--- src/core/rcs_consts.svh ---
/*
 * Constants of the reset and clock-select block: register offsets,
 * field positions, reset values and timing counts.
 * Assumes inclusion by bare name from the package and the design.
 */
// Functional notes
// - Power-on reset input asserts both processor and system reset outputs.
// - Both reset outputs change only on processor clock return edges.
// - Keyboard reset request asserts processor reset only, never system reset.
// - Shutdown holds processor reset for at least 64 clocks, then releases.
// - Fast reset starts on 0-to-1 of port bit 0 or index bit 5.
// - Port fast reset works only while enable bit 6 is set.
// - Processor reset lasts at least 64 clocks for every cause.
// - System reset is clock-synchronous and lasts at least 64 clocks.
// - Expansion bus clock is internal bus clock divided by two.
// - Bus select code picks divide by 5, 4, 3, 2 or bus source.
// - Cpu select bit with code 100 picks bus source, else double-rate.
// - Selected clock only drives pin; logic runs from the return pin.
// - Processor clock source switch is glitch-free, no shortened phase, unless cancelled while pending.
// - Defaults: cpu clock double-rate, bus clock double-rate over five.
`ifndef RCS_CONSTS_SVH
`define RCS_CONSTS_SVH

// ---------------------------------------------------------------
// register offsets
// ---------------------------------------------------------------
`define RCS_OFS_BUS_SEL   8'h07
`define RCS_OFS_CPU_SEL   8'h08
`define RCS_OFS_PORT_EN   8'h2b
`define RCS_OFS_IDX_FAST  8'h60
`define RCS_OFS_SYS_PORT  8'h92

// ---------------------------------------------------------------
// field positions and reset values
// ---------------------------------------------------------------
`define RCS_BIT_CPU_SEL   0
`define RCS_BIT_PORT_EN   6
`define RCS_BIT_IDX_FAST  5
`define RCS_BIT_SYS_FAST  0
`define RCS_RST_REG       8'h00
`define RCS_RST_CODE      3'h0

// ---------------------------------------------------------------
// bus clock select codes
// ---------------------------------------------------------------
`define RCS_CODE_DIV5     3'h0
`define RCS_CODE_DIV4     3'h1
`define RCS_CODE_DIV3     3'h2
`define RCS_CODE_DIV2     3'h3
`define RCS_CODE_SRC      3'h4

// ---------------------------------------------------------------
// divisors and reset hold
// ---------------------------------------------------------------
`define RCS_DIV5          3'h5
`define RCS_DIV4          3'h4
`define RCS_DIV3          3'h3
`define RCS_DIV2          3'h2
`define RCS_RST_CYCLES    7'h40
`define RCS_CNT_ONE       7'h01
`define RCS_CNT_ZERO      7'h00
`define RCS_DIV_ONE       3'h1
`define RCS_DIV_ZERO      3'h0

`endif

--- src/core/rcs_pkg.sv ---
/*
 * Types of the reset and clock-select block.
 * Assumes rcs_consts.svh is on the include path.
 */
`include "rcs_consts.svh"

package rcs_pkg;

   // clock configuration carried as one unit
   typedef struct packed {
      logic [2:0] bus_code;
      logic       cpu_src;
   } rcs_clk_cfg_t;

   // reset requests seen in the register clock
   typedef struct packed {
      logic por;
      logic kbc;
      logic fast;
      logic shutdown;
   } rcs_rst_req_t;

   // cpu clock switch states, one-hot
   typedef enum logic [1:0] {
      RCS_SW_RUN  = 2'b01,
      RCS_SW_WAIT = 2'b10
   } rcs_sw_state_t;

endpackage : rcs_pkg

--- src/core/rcs_reset_clock_sel.sv ---
/*
 * Reset and clock-select block: power-on, keyboard, shutdown and
 * fast resets stretched on the processor clock return, plus bus and
 * processor clock selection from sampled clock pins.
 * Assumes clock runs well above every sampled clock pin.
 */
`timescale 1ns/1ns
`include "rcs_consts.svh"

module rcs_reset_clock_sel (
   input  wire logic       clock,
   input  wire logic       rst_n,
   input  wire logic       power_on_reset_in_n,
   input  wire logic       kbc_cpu_reset_req_n,
   input  wire logic       shutdown_detect,
   input  wire logic       double_rate_clock_in,
   input  wire logic       bus_clock_source_in,
   input  wire logic       cpu_clock_return,
   input  wire logic [7:0] reg_addr,
   input  wire logic [7:0] reg_wdata,
   input  wire logic       reg_wr,
   input  wire logic       reg_rd,
   output logic      [7:0] reg_rdata,
   output logic            cpu_reset_out,
   output logic            system_reset_out,
   output logic            cpu_clock_out,
   output logic            expansion_bus_clock_out
);

   // ---------------------------------------------------------------
   // pin synchronisers
   // ---------------------------------------------------------------
   localparam int NPIN = 6;
   logic [NPIN-1:0] pin_raw;
   logic [NPIN-1:0] sync1_ff;
   logic [NPIN-1:0] sync2_ff;
   logic [NPIN-1:0] sync3_ff;

   assign pin_raw = {cpu_clock_return, bus_clock_source_in,
                     double_rate_clock_in, shutdown_detect,
                     kbc_cpu_reset_req_n, power_on_reset_in_n};

   // two flops per pin, third stage for edge detect
   genvar gi;
   generate
      for (gi = 0; gi < NPIN; gi++) begin : g_sync
         always_ff @(posedge clock) begin
            sync1_ff[gi] <= pin_raw[gi];
            sync2_ff[gi] <= sync1_ff[gi];
            sync3_ff[gi] <= sync2_ff[gi];
         end
      end
   endgenerate

   logic por_act;
   logic kbc_act;
   logic shut_rise;
   logic dr_lvl;
   logic dr_rise;
   logic src_lvl;
   logic ret_rise;

   assign por_act   = ~sync2_ff[0];
   assign kbc_act   = ~sync2_ff[1];
   assign shut_rise = sync2_ff[2] & ~sync3_ff[2];
   assign dr_lvl    = sync2_ff[3];
   assign dr_rise   = sync2_ff[3] & ~sync3_ff[3];
   assign src_lvl   = sync2_ff[4];
   assign ret_rise  = sync2_ff[5] & ~sync3_ff[5];

   // ---------------------------------------------------------------
   // registers
   // ---------------------------------------------------------------
   logic [7:0] bus_clock_select_ff;
   logic [7:0] cpu_clock_select_ff;
   logic [7:0] port_reset_enable_ff;
   logic [7:0] index_fast_reset_ff;
   logic [7:0] system_control_port_ff;
   logic       wr_bus;
   logic       wr_cpu;
   logic       wr_en;
   logic       wr_idx;
   logic       wr_sys;

   assign wr_bus = reg_wr & (reg_addr == `RCS_OFS_BUS_SEL);
   assign wr_cpu = reg_wr & (reg_addr == `RCS_OFS_CPU_SEL);
   assign wr_en  = reg_wr & (reg_addr == `RCS_OFS_PORT_EN);
   assign wr_idx = reg_wr & (reg_addr == `RCS_OFS_IDX_FAST);
   assign wr_sys = reg_wr & (reg_addr == `RCS_OFS_SYS_PORT);

   // clock selects, back to defaults on any power-on reset
   always_ff @(posedge clock) begin
      if (!rst_n || por_act) begin
         bus_clock_select_ff <= `RCS_RST_REG;
         cpu_clock_select_ff <= `RCS_RST_REG;
      end else begin
         if (wr_bus) begin
            bus_clock_select_ff <= reg_wdata;
         end
         if (wr_cpu) begin
            cpu_clock_select_ff <= reg_wdata;
         end
      end
   end

   // fast reset control registers
   always_ff @(posedge clock) begin
      if (!rst_n) begin
         port_reset_enable_ff   <= `RCS_RST_REG;
         index_fast_reset_ff    <= `RCS_RST_REG;
         system_control_port_ff <= `RCS_RST_REG;
      end else begin
         if (wr_en) begin
            port_reset_enable_ff <= reg_wdata;
         end
         if (wr_idx) begin
            index_fast_reset_ff <= reg_wdata;
         end
         if (wr_sys) begin
            system_control_port_ff <= reg_wdata;
         end
      end
   end

   // read data one cycle after the strobe, zero when unmapped
   logic [7:0] nxt_rdata;
   always_comb begin
      nxt_rdata = `RCS_RST_REG;
      if (reg_rd) begin
         case (reg_addr)
            `RCS_OFS_BUS_SEL:  nxt_rdata = bus_clock_select_ff;
            `RCS_OFS_CPU_SEL:  nxt_rdata = cpu_clock_select_ff;
            `RCS_OFS_PORT_EN:  nxt_rdata = port_reset_enable_ff;
            `RCS_OFS_IDX_FAST: nxt_rdata = index_fast_reset_ff;
            `RCS_OFS_SYS_PORT: nxt_rdata = {system_control_port_ff[7:1],
                                            cpu_reset_out};
            default:           nxt_rdata = `RCS_RST_REG;
         endcase
      end
   end

   always_ff @(posedge clock) begin
      if (!rst_n) begin
         reg_rdata <= `RCS_RST_REG;
      end else begin
         reg_rdata <= nxt_rdata;
      end
   end

   // ---------------------------------------------------------------
   // reset requests
   // ---------------------------------------------------------------
   rcs_pkg::rcs_rst_req_t req;
   logic                  port_fast;
   logic                  idx_fast;

   // rising edge against the stored bit only
   assign port_fast = wr_sys & reg_wdata[`RCS_BIT_SYS_FAST]
                    & ~system_control_port_ff[`RCS_BIT_SYS_FAST]
                    & port_reset_enable_ff[`RCS_BIT_PORT_EN];
   assign idx_fast  = wr_idx & reg_wdata[`RCS_BIT_IDX_FAST]
                    & ~index_fast_reset_ff[`RCS_BIT_IDX_FAST];

   assign req.por      = por_act;
   assign req.kbc      = kbc_act;
   assign req.fast     = port_fast | idx_fast;
   assign req.shutdown = shut_rise;

   // events seen between return edges are held until the next edge
   logic cpu_pend_ff;
   always_ff @(posedge clock) begin
      if (!rst_n) begin
         cpu_pend_ff <= 1'b0;
      end else if (req.fast || req.shutdown) begin
         cpu_pend_ff <= 1'b1;
      end else if (ret_rise) begin
         cpu_pend_ff <= 1'b0;
      end
   end

   // ---------------------------------------------------------------
   // reset stretch counters on the processor clock return
   // ---------------------------------------------------------------
   logic [6:0] cpu_cnt_ff;
   logic [6:0] sys_cnt_ff;
   logic       cpu_cause;

   assign cpu_cause = req.por | req.kbc | cpu_pend_ff
                    | req.fast | req.shutdown;

   // processor reset: reload on any cause, count return edges
   always_ff @(posedge clock) begin
      if (!rst_n) begin
         cpu_cnt_ff <= `RCS_RST_CYCLES;
      end else if (ret_rise) begin
         if (cpu_cause) begin
            cpu_cnt_ff <= `RCS_RST_CYCLES;
         end else if (cpu_cnt_ff != `RCS_CNT_ZERO) begin
            cpu_cnt_ff <= cpu_cnt_ff - `RCS_CNT_ONE;
         end
      end
   end

   // system reset: power-on only
   always_ff @(posedge clock) begin
      if (!rst_n) begin
         sys_cnt_ff <= `RCS_RST_CYCLES;
      end else if (ret_rise) begin
         if (req.por) begin
            sys_cnt_ff <= `RCS_RST_CYCLES;
         end else if (sys_cnt_ff != `RCS_CNT_ZERO) begin
            sys_cnt_ff <= sys_cnt_ff - `RCS_CNT_ONE;
         end
      end
   end

   // outputs change only on a return clock edge
   always_ff @(posedge clock) begin
      if (!rst_n) begin
         cpu_reset_out    <= 1'b1;
         system_reset_out <= 1'b1;
      end else if (ret_rise) begin
         cpu_reset_out    <= cpu_cause | (cpu_cnt_ff > `RCS_CNT_ONE);
         system_reset_out <= req.por | (sys_cnt_ff > `RCS_CNT_ONE);
      end
   end

   // ---------------------------------------------------------------
   // internal bus clock divider
   // ---------------------------------------------------------------
   rcs_pkg::rcs_clk_cfg_t cfg;
   logic [2:0]            div_ff;
   logic [2:0]            dcnt_ff;
   logic [2:0]            nxt_div;
   logic                  bclk_ff;
   logic                  bclk_q_ff;
   logic                  use_src;

   assign cfg.bus_code = bus_clock_select_ff[2:0];
   assign cfg.cpu_src  = cpu_clock_select_ff[`RCS_BIT_CPU_SEL];
   assign use_src      = (cfg.bus_code == `RCS_CODE_SRC);

   // divisor from the select code, unknown codes as divide by five
   always_comb begin
      case (cfg.bus_code)
         `RCS_CODE_DIV4: nxt_div = `RCS_DIV4;
         `RCS_CODE_DIV3: nxt_div = `RCS_DIV3;
         `RCS_CODE_DIV2: nxt_div = `RCS_DIV2;
         default:        nxt_div = `RCS_DIV5;
      endcase
   end

   // count double-rate edges; new divisor taken only at wrap
   always_ff @(posedge clock) begin
      if (!rst_n) begin
         div_ff  <= `RCS_DIV5;
         dcnt_ff <= `RCS_DIV_ZERO;
      end else if (dr_rise) begin
         if (dcnt_ff >= div_ff - `RCS_DIV_ONE) begin
            dcnt_ff <= `RCS_DIV_ZERO;
            div_ff  <= nxt_div;
         end else begin
            dcnt_ff <= dcnt_ff + `RCS_DIV_ONE;
         end
      end
   end

   // internal bus clock level: divided or straight from the source
   always_ff @(posedge clock) begin
      if (!rst_n) begin
         bclk_ff <= 1'b0;
      end else if (use_src) begin
         bclk_ff <= src_lvl;
      end else begin
         bclk_ff <= (dcnt_ff < (div_ff >> 1));
      end
   end

   // expansion clock toggles on each internal bus clock rise
   always_ff @(posedge clock) begin
      if (!rst_n) begin
         bclk_q_ff               <= 1'b0;
         expansion_bus_clock_out <= 1'b0;
      end else begin
         bclk_q_ff <= bclk_ff;
         if (bclk_ff && !bclk_q_ff) begin
            expansion_bus_clock_out <= ~expansion_bus_clock_out;
         end
      end
   end

   // ---------------------------------------------------------------
   // processor clock selector
   // ---------------------------------------------------------------
   rcs_pkg::rcs_sw_state_t sw_ff;
   logic                   cur_src_ff;
   logic                   want_src;
   logic                   cur_lvl;
   logic                   new_fall;

   assign want_src = cfg.cpu_src & use_src;
   assign cur_lvl  = cur_src_ff ? src_lvl : dr_lvl;
   // new source just fell, so a full low half follows the switch
   assign new_fall = want_src ? (~sync2_ff[4] & sync3_ff[4])
                              : (~sync2_ff[3] & sync3_ff[3]);

   // switch only while output is low and the new source just fell
   always_ff @(posedge clock) begin
      if (!rst_n) begin
         sw_ff      <= rcs_pkg::RCS_SW_RUN;
         cur_src_ff <= 1'b0;
      end else begin
         case (sw_ff)
            rcs_pkg::RCS_SW_RUN: begin
               if (want_src != cur_src_ff) begin
                  sw_ff <= rcs_pkg::RCS_SW_WAIT;
               end
            end
            rcs_pkg::RCS_SW_WAIT: begin
               if (want_src == cur_src_ff) begin
                  sw_ff <= rcs_pkg::RCS_SW_RUN;
               end else if (!cpu_clock_out && new_fall) begin
                  cur_src_ff <= want_src;
                  sw_ff      <= rcs_pkg::RCS_SW_RUN;
               end
            end
            default: sw_ff <= rcs_pkg::RCS_SW_RUN;
         endcase
      end
   end

   // pin only; low is held through a pending switch
   always_ff @(posedge clock) begin
      if (!rst_n) begin
         cpu_clock_out <= 1'b0;
      end else if (sw_ff == rcs_pkg::RCS_SW_WAIT && !cpu_clock_out) begin
         cpu_clock_out <= 1'b0;
      end else begin
         cpu_clock_out <= cur_lvl;
      end
   end

endmodule : rcs_reset_clock_sel

--- config.mk ---
export PLATFORM = sky130hd
export DESIGN_NAME = rcs_reset_clock_sel
export DESIGN_NICKNAME = d
export VERILOG_FILES = /design/src/core/rcs_pkg.sv /design/src/core/rcs_reset_clock_sel.sv
export VERILOG_INCLUDE_DIRS = /design/src /design/src/core
export SDC_FILE = /design/constraint.sdc
export NUM_CORES = 1
export LEC_CHECK = 0
export BUFFER_PORTS_ARGS = -buffer_cell sky130_fd_sc_hd__buf_2
export CORE_AREA = 2 2 96 98
export CTS_CLUSTER_SIZE = 30
export DETAILED_ROUTE_END_ITERATION = 7
export DIE_AREA = 0 0 98 100
export GPL_ROUTABILITY_DRIVEN = 1
export PLACE_DENSITY = 0.59
export SETUP_SLACK_MARGIN = 0.15
export SKIP_CTS_REPAIR_TIMING = 1
export SYNTH_ARGS = -nofsm -noshare
export SYNTH_HDL_FRONTEND = slang
export SYNTH_SLANG_ARGS = --single-unit
--- constraint.sdc ---
create_clock -name clock -period 3.6 [get_ports clock]
set_input_delay 0.72 -clock clock [delete_from_list [all_inputs] [get_ports clock]]
set_output_delay 0.72 -clock clock [all_outputs]
set_load 0.02 [all_outputs]
==> flow_summary.json, run 1 <==
{
  "switchingPower_w": 0.000475,
  "slew_headroom_pct": 32.4,
  "min_path_type": "reg -> reg",
  "grt_pass1_vias": 3052,
  "syn_inst": 440,
  "p_seq_share_pct": 58.0,
  "synth_area_leaders": "dfxtp_1 (49%), nand2_1 (7.2%), a21oi_1 (6.0%)",
  "synth_nets": 476,
  "viasPerCell": 5.50,
  "io_pins": 38,
  "fin_nets": 511,
  "num_vias": 3251,
  "cellLeakagePower_nw": 1.59,
  "max_freq_mhz": 423,
  "setup_violations": 0,
  "nFillCells": 874,
  "period_share_pct": 65.6,
  "first_pass_iters": 4,
  "path_cells": "buf_2 -> or4_1 -> or4_4 -> and3_1 -> o2111ai_2 -> o41ai_1",
  "clock_sinks": 94,
  "placed_cell_area_mm2": 0.00415,
  "clk_pin_slew_ns": 0.09,
  "crit-reg2reg-launch": "cpu_cnt_ff[2]$_SDFFE_PN0P_",
  "num_rows": 35,
  "synth_seq_cells": 94,
  "max-vdd-ir-drop_v": 0.000249,
  "synth_flop_cell": "dfxtp_1",
  "antenna_found_initial": 0,
  "grt_first_pass_wirelength_mm": 15.0,
  "yosys.area.top_type": "dfxtp_1",
  "cts_root_buffer": "clkbuf_8",
  "cp.required_ns": 3.81,
  "drc": 0,
  "min_from": "sync1_ff[0]$_DFF_P_",
  "fin_area_mm2": 0.00433,
  "numCtsBuffers": 9,
  "ff2ff_setup_slack_ns": 1.40,
  "met2_wirelength_mm": 4.21,
  "hpwl_mm": 6.08,
  "htree_levels": 3,
  "arrival_ns": 2.57,
  "fin_skew_ns": 0.0100,
  "status": "finished, final reports clean",
  "worstReg2RegEnd": "cpu_cnt_ff[2]$_SDFFE_PN0P_",
  "async_reset_ff_share_pct": 0,
  "portBuffers": 37,
  "yosysWarnings": 0,
  "antenna-diode-count": 0,
  "die_w_um": 98,
  "wl_per_cell_um": 15.2,
  "grt_start_max_net_pins": 36,
  "clk_path_buf_depth": 2,
  "ys_seq_area_share_pct": 48.9,
  "die_area_mm2": 0.00980,
  "hold_violations": 0,
  "cpPeakStageDelay_ns": 0.57,
  "min_period_ns": 2.36,
  "maxSlewViolCount": 0,
  "p_per_area_mw_per_mm2": 429,
  "wl_met3_um": 334,
  "hold_depth": 0,
  "insertion_delay_ns": 0.36,
  "drive_gt1_share_pct": 14.8,
  "cp-start-kind": "input pin",
  "critPathKind": "in -> reg",
  "cts_tree": "built",
  "intPower_w": 0.00139,
  "wl_met1_mm": 4.36,
  "drtIter0Drc": 160,
  "ant_nets": 0,
  "place_congestion": 0.791,
  "start_util_pct": 43.3,
  "crit_slowest_cell": "or4_1",
  "final_cell_mix": "dfxtp_1 (94), nand2_1 (74), a21oi_1 (46)",
  "synth_area_mm2": 0.00385,
  "ys_types": 49,
  "layout_commonest_cell": "dfxtp_1",
  "worstMarginPinSlew_ns": 1.00,
  "finalWirelength_mm": 8.97,
  "synth_edf_count": 0,
  "track_usage_pct": 19.2,
  "dr.max_layer_used": "met4",
  "yosys.area.top_type_share_pct": 48.9,
  "die_y_um": 100,
  "ff2ff_path_depth": 5,
  "area_growth_pct": 12.7,
  "syn_avg_cell_area_um2": 8.74,
  "cap_violations": 0,
  "pwr-share-clk_pct": 35.0,
  "rsz0062_at_grt": "no",
  "grt.overflow.total": 0,
  "comb_power_share_pct": 6.9,
  "netSwitchingFraction_pct": 25.5,
  "core_area_mm2": 0.00889,
  "holdPathEnd": "sync2_ff[0]$_DFF_P_",
  "tns_ns": 0,
  "cp_max_fo": 9,
  "cp-end-kind": "register"
}
[synthesized netlist by cell type (all sizes together), types with 4 or more instances]
cell type / instances
dfxtp: 94
nand2: 74
a21oi: 46
nand3: 39
nor2: 21
clkbuf: 20
a22oi: 16
inv: 11
a31oi: 10
ha: 10
o21ai: 8
mux2i: 7
nand2b: 6
nor2b: 6
or3: 6
nand3b: 5
nor3: 5
a21o: 4
and2: 4
nor4: 4
xnor2: 4
[metrics by stage]
stage	power (W)	cells	utilization, %	setup WS [ns]	hold WS [ns]
6_report	0.00186	591	48.7	1.24	0.335
4_1_cts	0.00188	591	48.7	1.25	0.338
3_5_place_dp	0.00123	575	46.7	0.861	0.316
3_3_place_gp	0.00123	575	46.7	0.923	0.311
5_1_grt	0.00195	591	48.7	1.15	0.343
2_1_floorplan	0.00118	440	-	1.14	0.310
[worst max-delay path by stage]
stage / startpoint / to / cells past startpoint
after detailed placement: reg_addr[0] / cpu_cnt_ff[5]$_SDFFE_PN0P_ / 6
after floorplan: reg_addr[0] / cpu_cnt_ff[5]$_SDFFE_PN0P_ / 6
after global placement: reg_addr[0] / cpu_cnt_ff[5]$_SDFFE_PN0P_ / 6
after CTS: reg_addr[0] / cpu_cnt_ff[5]$_SDFFE_PN0P_ / 6
after global routing: reg_addr[0] / system_control_port_ff[5]$_SDFFE_PN0N_ / 6
final: reg_addr[0] / cpu_cnt_ff[5]$_SDFFE_PN0P_ / 6
[power groups by stage]
| stage | Combinational, W | Clock [W] | Sequential (W) |
|---|---|---|---|
| 2_1_floorplan | 0.0000820 | 0 | 0.00110 |
| 3_3_place_gp | 0.000126 | 0 | 0.00110 |
| 3_5_place_dp | 0.000128 | 0 | 0.00110 |
| 4_1_cts | 0.000129 | 0.000670 | 0.00108 |
| 5_1_grt | 0.000144 | 0.000718 | 0.00108 |
| 6_report | 0.000129 | 0.000652 | 0.00108 |
[per-layer routing]
metal	up-vias	track usage, %
li1	1635	-
met1	1544	25.7
met2	66	31.0
met3	6	5.22
met4	0	4.49
met5	-	0
[cells by family after synthesis]
| logic type | after synthesis | share of synthesized area, % |
|---|---|---|
| buffers and inverters | 32 | 3.32 |
| AO/OA/AOI/OAI | 101 | 16.4 |
| XOR/XNOR | 7 | 1.59 |
| multiplexers | 7 | 1.82 |
| flip-flops | 94 | 48.9 |
| AND/OR/NAND/NOR | 189 | 24.7 |
| adder cells (fa/ha/maj) | 10 | 3.25 |
[sequential cells by signal, indices dropped and copies added (netlist names), 4 cells and up]
| signal | cells |
|---|---|
| sync3_ff | 4 |
| sync2_ff | 4 |
| cpu_cnt_ff | 7 |
| port_reset_enable_ff | 8 |
| system_control_port_ff | 8 |
| reg_rdata | 8 |
| sys_cnt_ff | 7 |
| bus_clock_select_ff | 8 |
| cpu_clock_select_ff | 8 |
| index_fast_reset_ff | 8 |
| sync1_ff | 6 |
[critical path: cells and delay by family]
kind	cells	cell delay, ns
buffers and inverters	1	0.12
and+or+nand+nor	3	1.41
AOI/OAI and AO/OA	2	0.32
[cell type report]
class	count	area [µm²]	area share [%]
flip-flops and latches	94	1880	43.4
multi-input cells	314	1840	42.5
repair buffers	45	245	5.66
well taps	111	139	3.21
clock buffers	10	138	3.18
clock inverters	6	45.0	1.04
inverters	11	41.3	0.953
Note: power is estimated with default switching activity, not from simulation.
==> run 2, diff against run 1 <==
- PLACE_DENSITY: 0.59 -> 0.62
- clock period: 3.6 -> 1.9 ns (I/O delays scaled with it)
==> run 2 against run 1 <==
  * Register-to-register slack got worse by 1.2 ns
  * Largest cell class is now multi-input gates
  * Worst setup slack got worse by 1.1 ns
  * Routed wire length increased by 4.8%
  * Highest routed layer unchanged
  * Sequential share of layout area decreased by 2.9 points
  * Combinational power increased by 120%
  * Largest power group unchanged
  * Critical path type unchanged
  * Design area increased by 7.8%
==> flow_summary.json, run 2 (synthesis gave the netlist of run 1 again) <==
{
  "start_util_pct": 43.3,
  "cap_violations": 0,
  "cts_root_buffer": "clkbuf_8",
  "hpwl_mm": 6.33,
  "fin_skew_ns": 0.00912,
  "clk_pin_slew_ns": 0.10,
  "cp_max_fo": 9,
  "crit-reg2reg-launch": "div_ff[0]$_SDFFE_PN1P_",
  "place_congestion": 0.831,
  "drc": 0,
  "die_w_um": 98,
  "num_rows": 35,
  "io_pins": 38,
  "nFillCells": 842,
  "clk_path_buf_depth": 2,
  "cp-start-kind": "input pin",
  "clock_sinks": 94,
  "ff2ff_setup_slack_ns": 0.22,
  "dp_slack_ns": -0.274,
  "cts_tree": "built",
  "die_area_mm2": 0.00980,
  "critPathKind": "in -> reg",
  "setup_violations": 0,
  "num_vias": 3413,
  "first_pass_iters": 4,
  "grt.busiest_layer": "met2",
  "grt_start_max_net_pins": 36,
  "arrival_ns": 1.98,
  "layout_commonest_cell": "dfxtp_1",
  "maxSlewViolCount": 0,
  "rsz0062_at_grt": "yes",
  "min_period_ns": 1.73,
  "fin_nets": 539,
  "htree_levels": 3,
  "ant_nets": 0,
  "hold_depth": 1,
  "cp.required_ns": 2.15,
  "track_usage_pct": 19.2,
  "grtUsageMet3_pct": 5.08,
  "numCtsBuffers": 9,
  "fin_ws_ns": 0.171,
  "ff2ff_path_depth": 8,
  "final_cell_mix": "dfxtp_1 (87), nand2_1 (73), a21oi_1 (45)",
  "portBuffers": 37,
  "die_y_um": 100,
  "cellLeakagePower_nw": 1.74,
  "drtIter0Drc": 187,
  "grt_pass1_vias": 3186,
  "area_growth_pct": 21.4,
  "min_from": "cpu_clock_return",
  "met1_usage_pct": 23.9,
  "max-vdd-ir-drop_v": 0.000402,
  "cp-end-kind": "register",
  "p_per_area_mw_per_mm2": 773,
  "wl_per_cell_um": 15.2,
  "grt_use_met2_pct": 31.3,
  "drive_gt1_share_pct": 23.8,
  "grt.overflow.total": 0,
  "status": "finished, final reports clean",
  "period_share_pct": 91.0,
  "worstMarginPinSlew_ns": 0.659,
  "insertion_delay_ns": 0.37,
  "grt_first_pass_wirelength_mm": 15.1,
  "core_area_mm2": 0.00889,
  "antenna_found_initial": 0,
  "post-route-util_pct": 52.5,
  "max_freq_mhz": 578,
  "holdPathEnd": "sync1_ff[5]$_DFF_P_",
  "worstReg2RegEnd": "div_ff[1]$_SDFFE_PN0P_",
  "hold_violations": 0,
  "antenna-diode-count": 0,
  "finalWirelength_mm": 9.40,
  "viasPerCell": 5.51,
  "slew_headroom_pct": 56.0,
  "crit_start": "reg_addr[0]",
  "min_path_type": "in -> reg"
}
[run 2: changes by cell type in the layout (fill, tap and decap cells not counted), moves of 2 or more]
cell	previous run	this run
buf_12	0	2
buf_4	8	34
clkinv_2	2	0
dfxtp_1	94	87
dfxtp_2	0	6
ha_1	10	8
ha_4	0	2
inv_1	11	9
inv_2	0	2
nor4b_1	3	1
nor4b_2	0	2
o21ai_0	8	5
o21ai_1	0	3
[run 2: layout make-up]
type,count,area (µm²),share of cell area [%]
Tap cell,111,139,2.97
Multi-Input combinational cell,314,1930,41.3
Clock inverter,7,62.6,1.34
Timing Repair Buffer,73,480,10.3
Sequential cell,94,1890,40.5
Clock buffer,9,124,2.65
Inverter,11,41.3,0.884
[run 2: through the flow]
stage | setup TNS [ns] | hold slack, ns | std cells | total power (W) | instance area [µm²]
2_1_floorplan | -0.142 | 0.310 | 440 | 0.00225 | 3860
3_3_place_gp | -4.65 | 0.313 | 599 | 0.00236 | 4370
4_1_cts | 0 | 0.0835 | 615 | 0.00363 | 4550
5_1_grt | 0 | 0.0700 | 619 | 0.00375 | 4670
3_5_place_dp | -5.71 | 0.312 | 599 | 0.00237 | 4370
6_report | 0 | 0.106 | 619 | 0.00361 | 4670
[run 2: layer usage]
layer	part of all wire [%]	wire length (µm)	vias up
met4	2.3	219	0
met3	4.0	376	15
met2	47	4450	76
met5	0	0	-
li1	-	-	1704
met1	46	4350	1618
[run 2: power breakdown]
part	switching, W	internal, W	total [W]
Clock	0.000768	0.000503	0.00127
Combinational	0.000168	0.000122	0.000290
Sequential	0.0000314	0.00201	0.00205
[run 2: how the worst max path moves through the flow]
stage	cells past startpoint	endpoint
floorplan	6	cpu_cnt_ff[5]$_SDFFE_PN0P_
global placement	7	reg_rdata[1]$_SDFF_PN0_
detailed placement	7	reg_rdata[7]$_SDFF_PN0_
CTS	8	div_ff[1]$_SDFFE_PN0P_
global route	8	div_ff[1]$_SDFFE_PN0P_
finish	6	cpu_cnt_ff[5]$_SDFFE_PN0P_
[run 2: worst max-delay path, cell delays in order]
cell       delay, ns
buf_2           0.13
or4_4           0.55
or4_4           0.44
and3_4          0.23
o2111ai_2       0.16
o41ai_1         0.09
